**src/wdog_pkg.sv**
```systemverilog
// Register map, key codes, timing and state type of the watchdog block
package wdog_pkg;
  localparam int CLK_MHZ             = 250;
  // Soft reset delay in ns; no figure is given, so this is a plain default
  localparam int SOFT_RESET_DELAY_NS = 1000;
  localparam int SOFT_RESET_CYC      = (SOFT_RESET_DELAY_NS * CLK_MHZ + 999) / 1000;
  localparam int ADDR_W              = 12;
  localparam int CNT_W               = 18;
  localparam int PORT_A_W            = 8;

  localparam logic [ADDR_W-1:0] ADDR_CTRL   = 12'h000;
  localparam logic [ADDR_W-1:0] ADDR_RST_REG_SOFT_RESET_FLAG   = 12'h004;
  localparam logic [ADDR_W-1:0] ADDR_CLK    = 12'h008;
  localparam logic [ADDR_W-1:0] ADDR_WAKE   = 12'h00C;
  localparam logic [ADDR_W-1:0] ADDR_STATUS = 12'h010;
  localparam logic [ADDR_W-1:0] ADDR_COUNT  = 12'h014;

  localparam logic [7:0] CTRL_RESET  = 8'h53;
  localparam int         KEY_MSB     = 7;
  localparam int         KEY_LSB     = 3;
  localparam int         SEL_MSB     = 2;
  localparam logic [4:0] KEY_ENABLE  = 5'h0A;
  localparam logic [4:0] KEY_DISABLE = 5'h15;

  localparam int KEY_FLAG_BIT  = 0;
  localparam int LO_KEEP_BIT   = 0;
  localparam int HI_KEEP_BIT   = 1;
  localparam int STAT_TO_BIT   = 0;
  localparam int STAT_PDF_BIT  = 1;
  localparam int STAT_HALT_BIT = 2;

  typedef enum logic [1:0] {
    ST_RUN      = 2'b00,
    ST_HALTED   = 2'b01,
    ST_KEY_WAIT = 2'b10
  } state_type;

  // Last count before overflow for each period select code
  function automatic logic [CNT_W-1:0] period_last(input logic [2:0] sel);
    case (sel)
      3'h0:    period_last = 18'h0_00FF;
      3'h1:    period_last = 18'h0_03FF;
      3'h2:    period_last = 18'h0_0FFF;
      3'h3:    period_last = 18'h0_3FFF;
      3'h4:    period_last = 18'h0_7FFF;
      3'h5:    period_last = 18'h0_FFFF;
      3'h6:    period_last = 18'h1_FFFF;
      default: period_last = 18'h3_FFFF;
    endcase
  endfunction
endpackage

```
**src/pin_edge_sync.sv**
```systemverilog
// Two-flop synchroniser with rise and fall pulses for a group of pins
`timescale 1ns/100ps
module pin_edge_sync #(
  parameter int W = 1
) (
  input  wire logic         clk,
  input  wire logic         rst_n,
  input  wire logic [W-1:0] din,
  output wire logic [W-1:0] rise,
  output wire logic [W-1:0] fall
);
  logic [W-1:0] meta_q;
  logic [W-1:0] sync_q;
  logic [W-1:0] last_q;

  // Only sync_q reads meta_q; edges are taken between later stages
  always_ff @(posedge clk or negedge rst_n)
  begin
    if (!rst_n)
    begin
      meta_q <= '0;
      sync_q <= '0;
      last_q <= '0;
    end
    else
    begin
      meta_q <= din;
      sync_q <= meta_q;
      last_q <= sync_q;
    end
  end

  assign rise = sync_q & ~last_q;
  assign fall = ~sync_q & last_q;
endmodule

```
**src/wdog_powerdown_wake_ctrl.sv**
```systemverilog
// Watchdog, power-down entry and wake-up control with an APB register file
//
// Local design decisions: register access over APB and the register addresses.
`timescale 1ns/100ps
// How it works
// - Halt with fast keep set, slow keep clear: fast clock on, slow off, CPU stalled.
// - Halt sets the power-down flag and clears the time-out flag.
// - Halt clears the counter; it counts on only while the watchdog is enabled.
// - While halted, memory, registers and port states are held.
// - Wake from halt on enabled port A fall, new interrupt, or overflow.
// - Power-down flag clears at power-up and on the clear-watchdog instruction.
// - Overflow while halted sets time-out and resets only PC and stack pointer.
// - Each port A pin has a wake mask bit; such a wake resumes after halt.
// - Disabled interrupt or full stack: resume after halt, keep interrupt deferred.
// - Enabled interrupt with stack room: normal interrupt service on wake.
// - An interrupt already requested before halt does not wake.
// - Counter runs on slow RC clock, divided by 2^8 up to 2^18.
// - Period codes 000 to 111 give 2^8,10,12,14,15,16,17,18 periods.
// - Key 10101B disables, 01010B enables, others reset after the soft delay.
// - A key reset sets the key reset flag, bit 0 of the reset flags.
// - Hardware never clears the key reset flag; software writes zero to clear.
// - Key field powers up enabled and period select at 011.
// - Overflow in normal running gives a full reset and sets time-out.
// - Counter clears on key reset, clear-watchdog, halt, overflow, and while the watchdog is disabled.
module wdog_powerdown_wake_ctrl #(
  parameter int PA_W       = wdog_pkg::PORT_A_W,
  parameter int SRESET_CYC = wdog_pkg::SOFT_RESET_CYC
) (
  input  wire logic                        pclk,
  input  wire logic                        presetn,
  input  wire logic                        psel,
  input  wire logic                        penable,
  input  wire logic                        pwrite,
  input  wire logic [wdog_pkg::ADDR_W-1:0] paddr,
  input  wire logic [31:0]                 pwdata,
  output logic      [31:0]                 prdata,
  output wire logic                        pready,
  output wire logic                        pslverr,
  input  wire logic                        slow_rc_clock,
  input  wire logic [PA_W-1:0]             port_a_pin,
  input  wire logic                        halt_instr,
  input  wire logic                        clear_wdog_instr,
  input  wire logic                        irq_request,
  input  wire logic                        irq_enabled,
  input  wire logic                        stack_full,
  output wire logic                        cpu_stalled,
  output wire logic                        io_hold,
  output wire logic                        fast_clk_en,
  output wire logic                        slow_clk_en,
  output wire logic                        wdog_enabled,
  output logic                             device_reset,
  output logic                             pc_sp_reset,
  output logic                             wake_resume,
  output logic                             wake_irq_service,
  output logic                             irq_deferred
);
  localparam int DLY_W = $clog2(SRESET_CYC + 1);

  wdog_pkg::state_type     state_q;
  wdog_pkg::state_type     state_d;
  logic [7:0]              ctrl_q;
  logic [7:0]              ctrl_d;
  logic                    hi_keep_q;
  logic                    lo_keep_q;
  logic [PA_W-1:0]         wake_mask_q;
  logic                    key_flag_q;
  logic                    key_flag_d;
  logic                    pdf_q;
  logic                    pdf_d;
  logic                    to_q;
  logic                    to_d;
  logic [wdog_pkg::CNT_W-1:0] cnt_q;
  logic [wdog_pkg::CNT_W-1:0] cnt_d;
  logic [DLY_W-1:0]        dly_q;
  logic                    irq_pre_q;
  logic                    irq_pre_d;
  logic                    irq_def_d;
  logic [7:0]              rst_reg_soft_reset_flag_byte;
  logic [7:0]              clk_byte;
  logic [7:0]              stat_byte;
  logic [31:0]             rd_word;
  logic                    slow_tick;
  logic [PA_W-1:0]         pa_fall;

  pin_edge_sync #(.W(1)) u_slow_sync (
    .clk   (pclk),
    .rst_n (presetn),
    .din   (slow_rc_clock),
    .rise  (slow_tick),
    .fall  ()
  );

  pin_edge_sync #(.W(PA_W)) u_port_sync (
    .clk   (pclk),
    .rst_n (presetn),
    .din   (port_a_pin),
    .rise  (),
    .fall  (pa_fall)
  );

  // Bus decode; zero wait states, unmapped addresses answer with an error
  wire sel_ctrl   = paddr == wdog_pkg::ADDR_CTRL;
  wire sel_rst_reg_soft_reset_flag   = paddr == wdog_pkg::ADDR_RST_REG_SOFT_RESET_FLAG;
  wire sel_clk    = paddr == wdog_pkg::ADDR_CLK;
  wire sel_wake   = paddr == wdog_pkg::ADDR_WAKE;
  wire sel_status = paddr == wdog_pkg::ADDR_STATUS;
  wire sel_count  = paddr == wdog_pkg::ADDR_COUNT;
  wire mapped     = sel_ctrl | sel_rst_reg_soft_reset_flag | sel_clk | sel_wake | sel_status | sel_count;
  wire access     = psel & penable;
  wire wr_ok      = access & pwrite & mapped;
  wire setup_rd   = psel & ~penable & ~pwrite;
  assign pready   = 1'b1;
  assign pslverr  = access & ~mapped;

  wire halted      = state_q == wdog_pkg::ST_HALTED;
  wire running     = state_q == wdog_pkg::ST_RUN;
  wire [4:0] key   = ctrl_q[wdog_pkg::KEY_MSB:wdog_pkg::KEY_LSB];
  wire [2:0] p_sel = ctrl_q[wdog_pkg::SEL_MSB:0];
  assign wdog_enabled = key == wdog_pkg::KEY_ENABLE;
  wire key_bad     = !wdog_enabled && key != wdog_pkg::KEY_DISABLE;
  wire halt_go     = running & halt_instr;
  wire clear_go    = running & clear_wdog_instr;
  wire key_fire    = state_q == wdog_pkg::ST_KEY_WAIT && dly_q == '0;

  assign fast_clk_en = !halted | hi_keep_q;
  // Slow clock also survives halt for an enabled watchdog unless fast keep is set
  assign slow_clk_en = !halted | lo_keep_q | (wdog_enabled & ~hi_keep_q);
  assign cpu_stalled = halted;
  assign io_hold     = halted;

  wire cnt_run = wdog_enabled & slow_tick & slow_clk_en;
  wire ovf     = cnt_run && cnt_q == wdog_pkg::period_last(p_sel);

  wire pa_wake = |(pa_fall & wake_mask_q);
  wire irq_new = irq_request & ~irq_pre_q;
  wire irq_ok  = irq_enabled & ~stack_full;

  assign cnt_d = (halt_go | clear_go | key_fire | ovf | !wdog_enabled) ? '0
               : cnt_run ? cnt_q + 1'b1 : cnt_q;

  assign pdf_d = halt_go ? 1'b1 : clear_go ? 1'b0 : pdf_q;
  // time-out set, set wins over halt clear
  assign to_d  = ovf ? 1'b1 : halt_go ? 1'b0 : to_q;

  assign key_flag_d = key_fire ? 1'b1
                    : (wr_ok && sel_rst_reg_soft_reset_flag && !pwdata[wdog_pkg::KEY_FLAG_BIT]) ? 1'b0
                    : key_flag_q;

  // Request level seen at halt entry stays masked until it drops
  assign irq_pre_d = halt_go ? irq_request : (irq_pre_q & irq_request);
  assign irq_def_d = (halted && !ovf && irq_new && !irq_ok) ? 1'b1
                   : irq_ok ? 1'b0 : irq_deferred;

  // Key reset restores the control register; other writes store as given
  assign ctrl_d = key_fire ? wdog_pkg::CTRL_RESET
                : (wr_ok && sel_ctrl) ? pwdata[7:0] : ctrl_q;

  always_comb
  begin
    state_d = state_q;
    case (state_q)
      wdog_pkg::ST_RUN:
      begin
        if (key_bad)
          state_d = wdog_pkg::ST_KEY_WAIT;
        else if (halt_go)
          state_d = wdog_pkg::ST_HALTED;
      end
      wdog_pkg::ST_HALTED:
      begin
        if (ovf | irq_new | pa_wake)
          state_d = wdog_pkg::ST_RUN;
      end
      wdog_pkg::ST_KEY_WAIT:
      begin
        if (key_fire)
          state_d = wdog_pkg::ST_RUN;
      end
      default: state_d = wdog_pkg::ST_RUN;
    endcase
  end

  assign rst_reg_soft_reset_flag_byte = 8'(key_flag_q) << wdog_pkg::KEY_FLAG_BIT;
  assign clk_byte  = (8'(hi_keep_q) << wdog_pkg::HI_KEEP_BIT)
                   | (8'(lo_keep_q) << wdog_pkg::LO_KEEP_BIT);
  assign stat_byte = (8'(to_q) << wdog_pkg::STAT_TO_BIT)
                   | (8'(pdf_q) << wdog_pkg::STAT_PDF_BIT)
                   | (8'(halted) << wdog_pkg::STAT_HALT_BIT);
  assign rd_word   = sel_ctrl   ? 32'(ctrl_q)
                   : sel_rst_reg_soft_reset_flag   ? 32'(rst_reg_soft_reset_flag_byte)
                   : sel_clk    ? 32'(clk_byte)
                   : sel_wake   ? 32'(wake_mask_q)
                   : sel_status ? 32'(stat_byte)
                   : sel_count  ? 32'(cnt_q)
                   : 32'h0000_0000;

  always_ff @(posedge pclk or negedge presetn)
  begin
    if (!presetn)
    begin
      state_q <= wdog_pkg::ST_RUN;
      ctrl_q  <= wdog_pkg::CTRL_RESET;
      cnt_q   <= '0;
      dly_q   <= '0;
    end
    else
    begin
      state_q <= state_d;
      ctrl_q  <= ctrl_d;
      cnt_q   <= cnt_d;
      dly_q   <= (running && key_bad) ? DLY_W'(SRESET_CYC - 1)
               : (dly_q != '0) ? dly_q - 1'b1 : dly_q;
    end
  end

  // Flags; power-up clears both status flags
  always_ff @(posedge pclk or negedge presetn)
  begin
    if (!presetn)
    begin
      pdf_q        <= 1'b0;
      to_q         <= 1'b0;
      key_flag_q   <= 1'b0;
      irq_pre_q    <= 1'b0;
      irq_deferred <= 1'b0;
    end
    else
    begin
      pdf_q        <= pdf_d;
      to_q         <= to_d;
      key_flag_q   <= key_flag_d;
      irq_pre_q    <= irq_pre_d;
      irq_deferred <= irq_def_d;
    end
  end

  // wake mask and oscillator keep bits
  always_ff @(posedge pclk or negedge presetn)
  begin
    if (!presetn)
    begin
      wake_mask_q <= '0;
      hi_keep_q   <= 1'b0;
      lo_keep_q   <= 1'b0;
      prdata      <= 32'h0000_0000;
    end
    else
    begin
      if (wr_ok && sel_wake)
        wake_mask_q <= pwdata[PA_W-1:0];
      if (wr_ok && sel_clk)
      begin
        hi_keep_q <= pwdata[wdog_pkg::HI_KEEP_BIT];
        lo_keep_q <= pwdata[wdog_pkg::LO_KEEP_BIT];
      end
      // Read data is captured in the setup cycle so it comes from a flop
      if (setup_rd)
        prdata <= rd_word;
    end
  end

  // One-cycle pulses to the core
  always_ff @(posedge pclk or negedge presetn)
  begin
    if (!presetn)
    begin
      device_reset     <= 1'b0;
      pc_sp_reset      <= 1'b0;
      wake_resume      <= 1'b0;
      wake_irq_service <= 1'b0;
    end
    else
    begin
      // full reset on normal overflow or key reset
      device_reset     <= (running & ovf) | key_fire;
      pc_sp_reset      <= halted & ovf;
      wake_resume      <= halted & ~ovf & ((irq_new & ~irq_ok) | (~irq_new & pa_wake));
      wake_irq_service <= halted & ~ovf & irq_new & irq_ok;
    end
  end
endmodule

```
**config.mk**
```make
export PLATFORM = sky130hd
export DESIGN_NAME = wdog_powerdown_wake_ctrl
export DESIGN_NICKNAME = d
export VERILOG_FILES = /design/src/wdog_pkg.sv /design/src/pin_edge_sync.sv /design/src/wdog_powerdown_wake_ctrl.sv
export SDC_FILE = /design/constraint.sdc
export NUM_CORES = 1
export LEC_CHECK = 0
export ABC_AREA = 1
export BUFFER_PORTS_ARGS = -buffer_cell sky130_fd_sc_hd__buf_2
export CAP_MARGIN = 20
export CORE_MARGIN = 1
export CORE_UTILIZATION = 50
export DETAILED_ROUTE_END_ITERATION = 10
export PLACE_DENSITY = 0.74
export SYNTH_ARGS = -nofsm -noshare
export SYNTH_HDL_FRONTEND = slang
export SYNTH_SLANG_ARGS = --single-unit
```
**constraint.sdc**
```tcl
create_clock -name pclk -period 2.3 [get_ports pclk]
set_input_delay 0.345 -clock pclk [delete_from_list [all_inputs] [get_ports pclk]]
set_output_delay 0.345 -clock pclk [all_outputs]
set_load 0.01 [all_outputs]
```
# Word level (Yosys, flattened, before mapping)
# Index checks and enable logic that the tools add are counted.
[classes]
n_mux = 27
reduce_logical = 31
addsub = 2
bitwise_logic = 55
eq_ne = 19
[op_table]
columns = ["operator", "n"]
rows = [
  ["two-way mux 18 bit", 8],
  ["case mux 18 bit (7 select lines)", 1],
  ["two-way mux 8 bit", 4],
  ["equality test 12 x 4 -> 1 bit (second input constant)", 2],
  ["equality test 12 x 5 -> 1 bit (second input constant)", 2],
  ["bitwise AND 1 bit", 23],
  ["adder 18 x 1 -> 18 bit (second input constant)", 1],
  ["equality test 18 bit", 1],
  ["bitwise AND 8 bit", 2],
  ["bitwise OR 1 bit", 16],
  ["nonzero test 2 bit", 7],
  ["equality test 12 x 3 -> 1 bit (second input constant)", 1],
  ["logical AND 1 bit", 12],
  ["logical NOT 12 bit", 1],
  ["NOT 1 bit", 10],
  ["equality test 3 bit (second input constant)", 3],
  ["two-way mux 1 bit", 9],
  ["logical NOT 8 bit", 1],
  ["two-way mux 2 bit", 4],
  ["NOT 8 bit", 1],
  ["nonzero test 8 bit", 1],
  ["OR reduction 8 bit", 1],
  ["subtractor 8 x 1 -> 8 bit (second input constant)", 1],
  ["equality test 3 x 2 -> 1 bit (second input constant)", 2],
  ["other kinds (16)", 20],
]
[totals]
register_bits = 114
inputBits = 63
out_inout_bits = 44

# Longest topological paths before layout
# Gate-level depths: netlist of run 1.
[logic_depth]
word_depth = 11
mapped_depth = 13
ltp_nobuf = 13

# Modules after synthesis
# A second synthesis of run 1 with hierarchy kept.
[hier_totals]
cells_unflattened = 649
hier_area_um2 = 5313.8
[by_module_without_submodules]
columns = ["module", "area_per_inst_um2", "n_inst", "seq_area_each_um2", "cells_per_inst"]
rows = [
  ["wdog_powerdown_wake_ctrl", 4503.1, 1, 1831.8, 586],
  ["pin_edge_sync at u_port_sync", 720.7, 1, 600.6, 56],
  ["pin_edge_sync at u_slow_sync", 90.1, 1, 75.1, 7],
]

# Worst setup path before layout of run 1
# Ideal clock, no wire load.
[synth_timing]
path_type = "register to register"
from = "register dly_q[0]"
to = "register cnt_q[11] (netlist name)"
path_buffers = 1
setup_time_ns = 0.124
period_less_slack_ns = 1.688
arrival_time_ns = 1.564
path_slack_ns = 0.612
stages_incl_launch_ff = 13
path_cell_list = "dfrtp_1 inv_1 ha_1 inv_1 nor2_1 nand4_1 nor2_2 nand2_2 inv_1 nor2_2 nand2_4 buf_6 o31ai_2"
[synth_via]
elab_chain_len = 6
[synth_rtl]
columns = ["item", "line_no", "source"]
rows = [
  ["from (decl)", "wdog_powerdown_wake_ctrl.sv:74", "logic [DLY_W-1:0] dly_q;"],
  ["from (signal assigned)", "wdog_powerdown_wake_ctrl.sv:211", "dly_q <= (running && key_bad) ? DLY_W'(SRESET_CYC - 1)"],
  ["logical NOT 8 bit (*)", "wdog_powerdown_wake_ctrl.sv:123", "wire key_fire = state_q == wdog_pkg::ST_KEY_WAIT && dly_q == '0;"],
  ["logical AND 1 bit (*)", "wdog_powerdown_wake_ctrl.sv:123", ""],
  ["bitwise OR 1 bit (*) (3 in a row)", "wdog_powerdown_wake_ctrl.sv:138", "assign cnt_d = (halt_go | clear_go | key_fire | ovf | !wdog_enabled) ? '0"],
  ["two-way mux 18 bit or nonzero test 2 bit (tied branches)", "--", ""],
  ["to (signal assigned)", "wdog_powerdown_wake_ctrl.sv:210", "cnt_q <= cnt_d;"],
  ["to (decl)", "wdog_powerdown_wake_ctrl.sv:72", "logic [wdog_pkg::CNT_W-1:0] cnt_q;"],
]
# Every way passes the cells marked *; elsewhere a longest branch is shown, timed or not.
# A chain may end at the register's enable or synchronous reset.

# Worst setup path after layout of run 1
[layout_timing]
from = "register cnt_q[0] (netlist name)"
to = "register cnt_q[15] (netlist name)"
[layout_via]
elab_chain_len = 5
[layout_rtl]
columns = ["item"]
rows = [
  ["branches (longest 5 deep; another with adder 18 x 1 -> 18 bit)"],
]
# Several ways; the timed one is not identified. The select of a mux whose other input is x is not followed.

==> results of run 1 <==
==> flip-flops by register name, summed over array words and instances (netlist names), 2 cells and up <==
name / count
cnt_q: 18
ctrl_q: 8
dly_q: 8
prdata: 18
state_q: 2
u_port_sync.last_q: 8
u_port_sync.meta_q: 8
u_port_sync.sync_q: 8
wake_mask_q: 8
==> cells in the final DEF, fill, tap and decap left out, types with 12 or more instances in the layout <==
cell type / netlist / layout
nand3_1: 36 / 36
nor2_1: 39 / 39
nand4_1: 13 / 13
buf_2: 1 / 66
xor2_1: 12 / 12
conb_1: 2 / 15
dfrtp_1: 96 / 96
inv_1: 66 / 66
nand2_1: 145 / 145
o21ai_0: 29 / 29
nand2_2: 12 / 12
nor3_1: 12 / 12
==> cells in the mapped netlist, drive strengths merged, types with 3 or more instances <==
cell type  count  area (µm²)
nor2          54         284
o31ai         12        95.1
clkbuf         6        22.5
nand2        162         676
nor3          12        60.1
or2            4        25.0
dfstp          4         105
o22ai          4        25.0
a21oi          6        30.0
nand4         15         124
xor2          12         105
buf           19         156
o21ai         37         196
nand3         37         198
inv           71         267
nand3b         6        45.0
nor3b          4        40.0
o211ai         3        27.5
dfrtp         96        2400
==> how the worst min path moves through the flow <==
| stage | from | endpoint | slack [ns] | cells after the start |
|---|---|---|---|---|
| 2_1_floorplan | presetn | cnt_q[0] | 0.05 | 0 |
| 3_3_place_gp | u_port_sync.meta_q[0] | u_port_sync.sync_q[0] | 0.33 | 0 |
| 3_5_place_dp | u_port_sync.meta_q[0] | u_port_sync.sync_q[0] | 0.33 | 0 |
| 4_1_cts | port_a_pin[1] | u_port_sync.meta_q[1] | 0.07 | 1 |
| 5_1_grt | port_a_pin[5] | u_port_sync.meta_q[5] | 0.06 | 1 |
| 6_report | port_a_pin[1] | u_port_sync.meta_q[1] | 0.08 | 1 |
==> critical path, cell delays in order (launching register included) <==
cell and delay [ns]:
dfrtp_1 0.42, ha_1 0.19, nand3_1 0.11, nor2_1 0.13
nand2_1 0.15, nor2_1 0.14, nand2_1 0.07, nor2_2 0.13
nand2_4 0.11, nand2_4 0.18, inv_2 0.09, nand3_1 0.07
o21ai_1 0.07
==> cells by family after synthesis <==
kind of cell	Yosys count	share of synthesized area, %
other	2	0.150
AOI/OAI and AO/OA	71	8.95
xor gates and xnor gates	12	2.10
adders and majority gates	2	0.500
buffers and inverters	97	8.97
DFF	100	50.1
and+or+nand+nor	296	29.2
==> per-stage QoR <==
stage / util (%) / hold slack [ns] / worst slack (ns) / std cells / cell area (µm²)
after floorplan: - / 0.0494 / 0.612 / 593 / 5050
after global placement: 56.0 / 0.331 / 0.338 / 776 / 5450
after detailed placement: 56.0 / 0.335 / 0.323 / 776 / 5450
after CTS: 58.3 / 0.0705 / 0.312 / 793 / 5670
after global routing: 58.3 / 0.0649 / 0.122 / 793 / 5670
final: 58.3 / 0.0813 / 0.321 / 793 / 5670
==> report_power, final <==
group	switching, µW	internal [µW]
Combinational	415	221
Sequential	73.3	1880
Clock	615	570
Total	1100	2670
==> area by class of cell <==
class / count / area [µm²]
Multi-Input combinational cell: 396 / 2100
Inverter: 72 / 270
Timing Repair Buffer: 76 / 420
Tap cell: 133 / 166
Clock inverter: 4 / 55.1
Fill cell: 903 / 4060
Sequential cell: 100 / 2510
Clock buffer: 12 / 155
==> routing by layer <==
| layer | up-vias | GRT usage (%) | wire, µm |
|---|---|---|---|
| met5 | - | 0 | 0 |
| met3 | 16 | 3.28 | 490 |
| met2 | 122 | 38.2 | 5290 |
| met1 | 1905 | 30.9 | 5070 |
| li1 | 1990 | - | - |
| met4 | 0 | 9.01 | 228 |
==> timing repair <==
item / 4_1_cts / 5_1_grt
hold buffers: 1 / 0
buffers inserted: 0 / 0
hold endpoints to repair: 40 / 0
setup endpoints to repair: 0 / 0
==> metrics, run 1 <==
FMAX 505 MHz; Starting Density 51.5%; total detailed-routing wirelength 11100 µm; die area 10400 µm²; Clock Path Buffers 2; FF-to-FF End cnt_q[15]; pin count of the biggest net entering global routing 45; Pleak 0.00288 µW; synthesized area roughly 5000 µm²; vias 4033; wire per inst 14.0 µm; part of the cycle the worst path needs 86.1%; fin crit period 1.98 ns; Worst EP required 2.55 ns; Least-Margin Pin Slew 0.569 ns; CP Capture Point cnt_q[15]; Slew Limit Headroom 62.1%; Layout Nets 720; htree depth 3; latest clock arrival within the worst-skew pair 0.36 ns; clk slew on worst S/H paths 0.10 ns; global-route usage over all layers a little under a quarter; Slew Limit Fails 0; Setup crit end kind flip-flop; Synth async-reset ratio 100%; first-pass GRT wire length 18400 µm; DR iter-0 viols 217; clk root buf clkbuf_8; crit path DAT 2.23 ns; DRC Markers 0; endpoints failing setup 0; EDFF count, synth 0; min-delay worst type in2reg; reg2reg setup slack 0.32 ns; via/cell ratio 5.09; PD cells 666 nW/µm²; startpoint types flip-flop; drt first pass iters 5; gr ovfl total 0; Setup CP Type reg2reg; post-DP HPWL 8450 µm; number of antenna violations at the first check in global routing 0; Core ar. 9730 µm²; count of cell types in the netlist 45; die width 102 µm; CP startpoint cnt_q[0]; ANT cells 0; area grow syn2layout 13.3%; Synth Instances 580; yosys warns 0; I/O Buffers 67; max cap viols 0; syn avg cell area 8.63 µm²; most frequently used flop master after synthesis dfrtp_1; RSZ-0062 raised after global routing no; cts repair resizes 0; Num Clock Sinks 100; num ports approximately 110; number of synthesized register bits 100; chip height 102 µm; FF-to-FF path depth 12; Power Total 3780 µW; share of layout cells above drive strength 1 22.1%; Max VDD drop 505 µV; status finished, final reports clean; post-route ant nets 0; FP Rows 36; sequential area share after synthesis roughly 50%; routability cong. approximately 0.9; clk_skew approximately 0.015 ns; Crit Path Max Fanout 11; CTS tree done; vias in the first global route 3946; RR Startpoint cnt_q[0]; TritonCTS Buffers 9; final hold viol count 0; Sum Neg Setup Slack 0 ns
Power figures use the tool's default switching activity.
==> run 2, diff against run 1 <==
--- a/config.mk
+++ b/config.mk
@@ -12,6 +12,8 @@
 export CORE_UTILIZATION = 50
 export DETAILED_ROUTE_END_ITERATION = 10
 export PLACE_DENSITY = 0.74
+export REMOVE_ABC_BUFFERS = 1
 export SYNTH_ARGS = -nofsm -noshare
 export SYNTH_HDL_FRONTEND = slang
 export SYNTH_SLANG_ARGS = --single-unit
+export TNS_END_PERCENT = 100
==> run 2 against run 1 <==
  * Flip-flop and latch count unchanged
  * Critical path type unchanged
  * Cell count unchanged
  * Utilization up 0.077 points
  * Final area up 0.13%
  * Critical endpoint is now cnt_q[17]
  * Total power down 0.51%
  * Largest cell class unchanged
  * Largest power group unchanged
==> metrics, run 2 (synthesis gave the netlist of run 1 again) <==
share of layout cells above drive strength 1 22.3% (was 22.1%); ANT cells 0 (unchanged); TritonCTS Buffers 9 (unchanged); Reg area 2510 µm² (unchanged); Layout Nets 720 (unchanged); wire per inst 13.7 µm (was 14.0 µm); CP Buf/Inv Count 1 (unchanged); Max VDD drop 573 µV (was 505 µV); postcts setup bufs 0 (unchanged); RSZ-0062 raised after global routing no (unchanged); commonest non-fill, non-tap cells in the layout 145 x nand2_1, 96 x dfrtp_1, 66 x inv_1, 66 x buf_2, 39 x nor2_1 (unchanged); crit path DAT 2.34 ns (was 2.23 ns); startpoint types flip-flop (unchanged); pin count of the biggest net entering global routing 42 (was 45); Sw Share 32.2% (was 29.2%); clk slew on worst S/H paths 0.12 ns (was 0.10 ns); Sum Neg Setup Slack 0 ns (unchanged); gr ovfl total 0 (unchanged); final hold viol count 0 (unchanged); crit-path cells ha_1 -> nand3_1 -> nor2_1 -> nand2_1 -> nor2_1 -> nand2_1 -> nor2_2 -> nand2_4 -> nand2_4 -> inv_2 -> nand4_1 -> o21ai_1 (was ha_1 -> nand3_1 -> nor2_1 -> nand2_1 -> nor2_1 -> nand2_1 -> nor2_2 -> nand2_4 -> nand2_4 -> inv_2 -> nand3_1 -> o21ai_1); Num Clock Sinks 100 (unchanged); fillcell total 909 (was 903); FP Rows 36 (unchanged); chip height 102 µm (unchanged); post-route ant nets 0 (unchanged); routability cong. 0.860 (was 0.899); vias 4019 (was 4033); post-DP HPWL 8370 µm (was 8450 µm); Worst EP required 2.57 ns (was 2.55 ns); area occupied by multi-input gates 2100 µm² (unchanged); Pleak 0.00288 µW (about the same); clk_skew 0.0165 ns (was 0.0148 ns); die width 102 µm (unchanged); area grow syn2layout 13.5% (was 13.3%); htree depth 3 (unchanged); global-route usage over all layers 23.1% (about the same); endpoints failing setup 0 (unchanged); combinational share of power 16.5% (was 16.8%); clk root buf clkbuf_8 (unchanged); clock share of power 31.3% (was 31.4%); Starting Density 51.5% (unchanged); Slew Limit Fails 0 (unchanged); commonest non-fill, non-tap cell in the layout nand2_1 (unchanged); part of the cycle the worst path needs 89.8% (was 86.1%); DRC Markers 0 (unchanged); first-pass GRT wire length 18300 µm (was 18400 µm); PD cells 662 nW/µm² (was 666 nW/µm²); sw power 1210 µW (was 1100 µW); die area 10400 µm² (unchanged); cts repair resizes 0 (unchanged); Core ar. 9730 µm² (unchanged); CP peak stage delay 0.43 ns (was 0.42 ns); drt first pass iters 4 (was 5); num ports 107 (unchanged); Clock Path Buffers 2 (unchanged); I/O Buffers 67 (unchanged); Cell Int Power 2550 µW (was 2670 µW); total detailed-routing wirelength 10800 µm (was 11100 µm); DR iter-0 viols 173 (was 217); Crit Path Max Fanout 14 (was 11); Setup crit end kind flip-flop (unchanged); latest clock arrival within the worst-skew pair 0.38 ns (was 0.36 ns); min-delay worst type in2reg (unchanged); via/cell ratio 5.07 (was 5.09); slowest library cell on the worst path dfrtp_1 (unchanged); fin crit period 2.07 ns (was 1.98 ns); Largest regs cnt_q (18), prdata (18) (unchanged); max cap viols 0 (unchanged); delay-heaviest family, CP simple AND/OR/NAND/NOR gates (unchanged); Setup CP Type reg2reg (unchanged); vias in the first global route 3977 (was 3946); number of antenna violations at the first check in global routing 0 (unchanged); CTS tree done (unchanged); final hold slack 0.0545 ns (was 0.0813 ns); status finished, final reports clean (unchanged); register share of total power 52.2% (was 51.8%); FMAX 484 MHz (was 505 MHz)
-- run 2: metal layers --
layer	vias up	wire, µm	global-route usage [%]
met2	108	5480	40.2
met5	-	0	0
met4	0	247	9.34
met3	22	485	4.24
li1	1995	-	-
met1	1894	4620	28.2
-- run 2: final timing paths --
kind / start / to / slack (ns) / cells past startpoint
max in group asynchronous: presetn / pc_sp_reset / 1.17 / 3
worst max-delay path: cnt_q[0] / cnt_q[17] / 0.23 / 12
worst min-delay path: port_a_pin[6] / u_port_sync.meta_q[6] / 0.05 / 1
worst min register to register: u_port_sync.meta_q[1] / u_port_sync.sync_q[1] / 0.36 / 0
worst max register to register: cnt_q[0] / cnt_q[17] / 0.23 / 12
min in group asynchronous: presetn / cnt_q[0] / 0.46 / 2
-- run 2: per-stage QoR --
| step | utilization [%] | area [µm²] | worst slack [ns] | power (µW) | instances |
|---|---|---|---|---|---|
| 2_1_floorplan | - | 4880 | 0.198 | 2370 | 568 |
| 3_3_place_gp | 56.0 | 5450 | 0.301 | 2590 | 776 |
| 3_5_place_dp | 56.0 | 5450 | 0.261 | 2620 | 776 |
| 4_1_cts | 58.4 | 5680 | 0.243 | 3800 | 793 |
| 5_1_grt | 58.4 | 5680 | 0.0485 | 3950 | 793 |
| 6_report | 58.4 | 5680 | 0.234 | 3760 | 793 |
-- run 2: worst reg2reg max path, cell delays in order, from the launching register on --
cell and delay (ns):
dfrtp_1 0.43, ha_1 0.20, nand3_1 0.12, nor2_1 0.15, nand2_1 0.15, nor2_1 0.13
nand2_1 0.07, nor2_2 0.12, nand2_4 0.10, nand2_4 0.21, inv_2 0.11, nand4_1 0.09
o21ai_1 0.07
-- run 2: area by class of cell --
cell class | instances | share of cell area (%)
Sequential cell | 100 | 44.1
Inverter | 72 | 4.76
Multi-Input combinational cell | 396 | 36.9
Tap cell | 133 | 2.93
Clock inverter | 7 | 1.65
Clock buffer | 9 | 2.18
Timing Repair Buffer | 76 | 7.40
-- run 2: what timing repair did --
item                                    4_1_cts  5_1_grt
endpoints found under the setup margin        0        0
hold endpoints to repair                     36        0
hold buffers                                  1        0
-- run 2: power groups by stage --
stage / clock network [µW] / logic [µW] / registers, µW
finish: 1180 / 620 / 1960
global route: 1280 / 702 / 1980
CTS: 1210 / 626 / 1960
detailed placement: 0 / 621 / 2000
global placement: 0 / 596 / 1990
floorplan: 0 / 382 / 1990
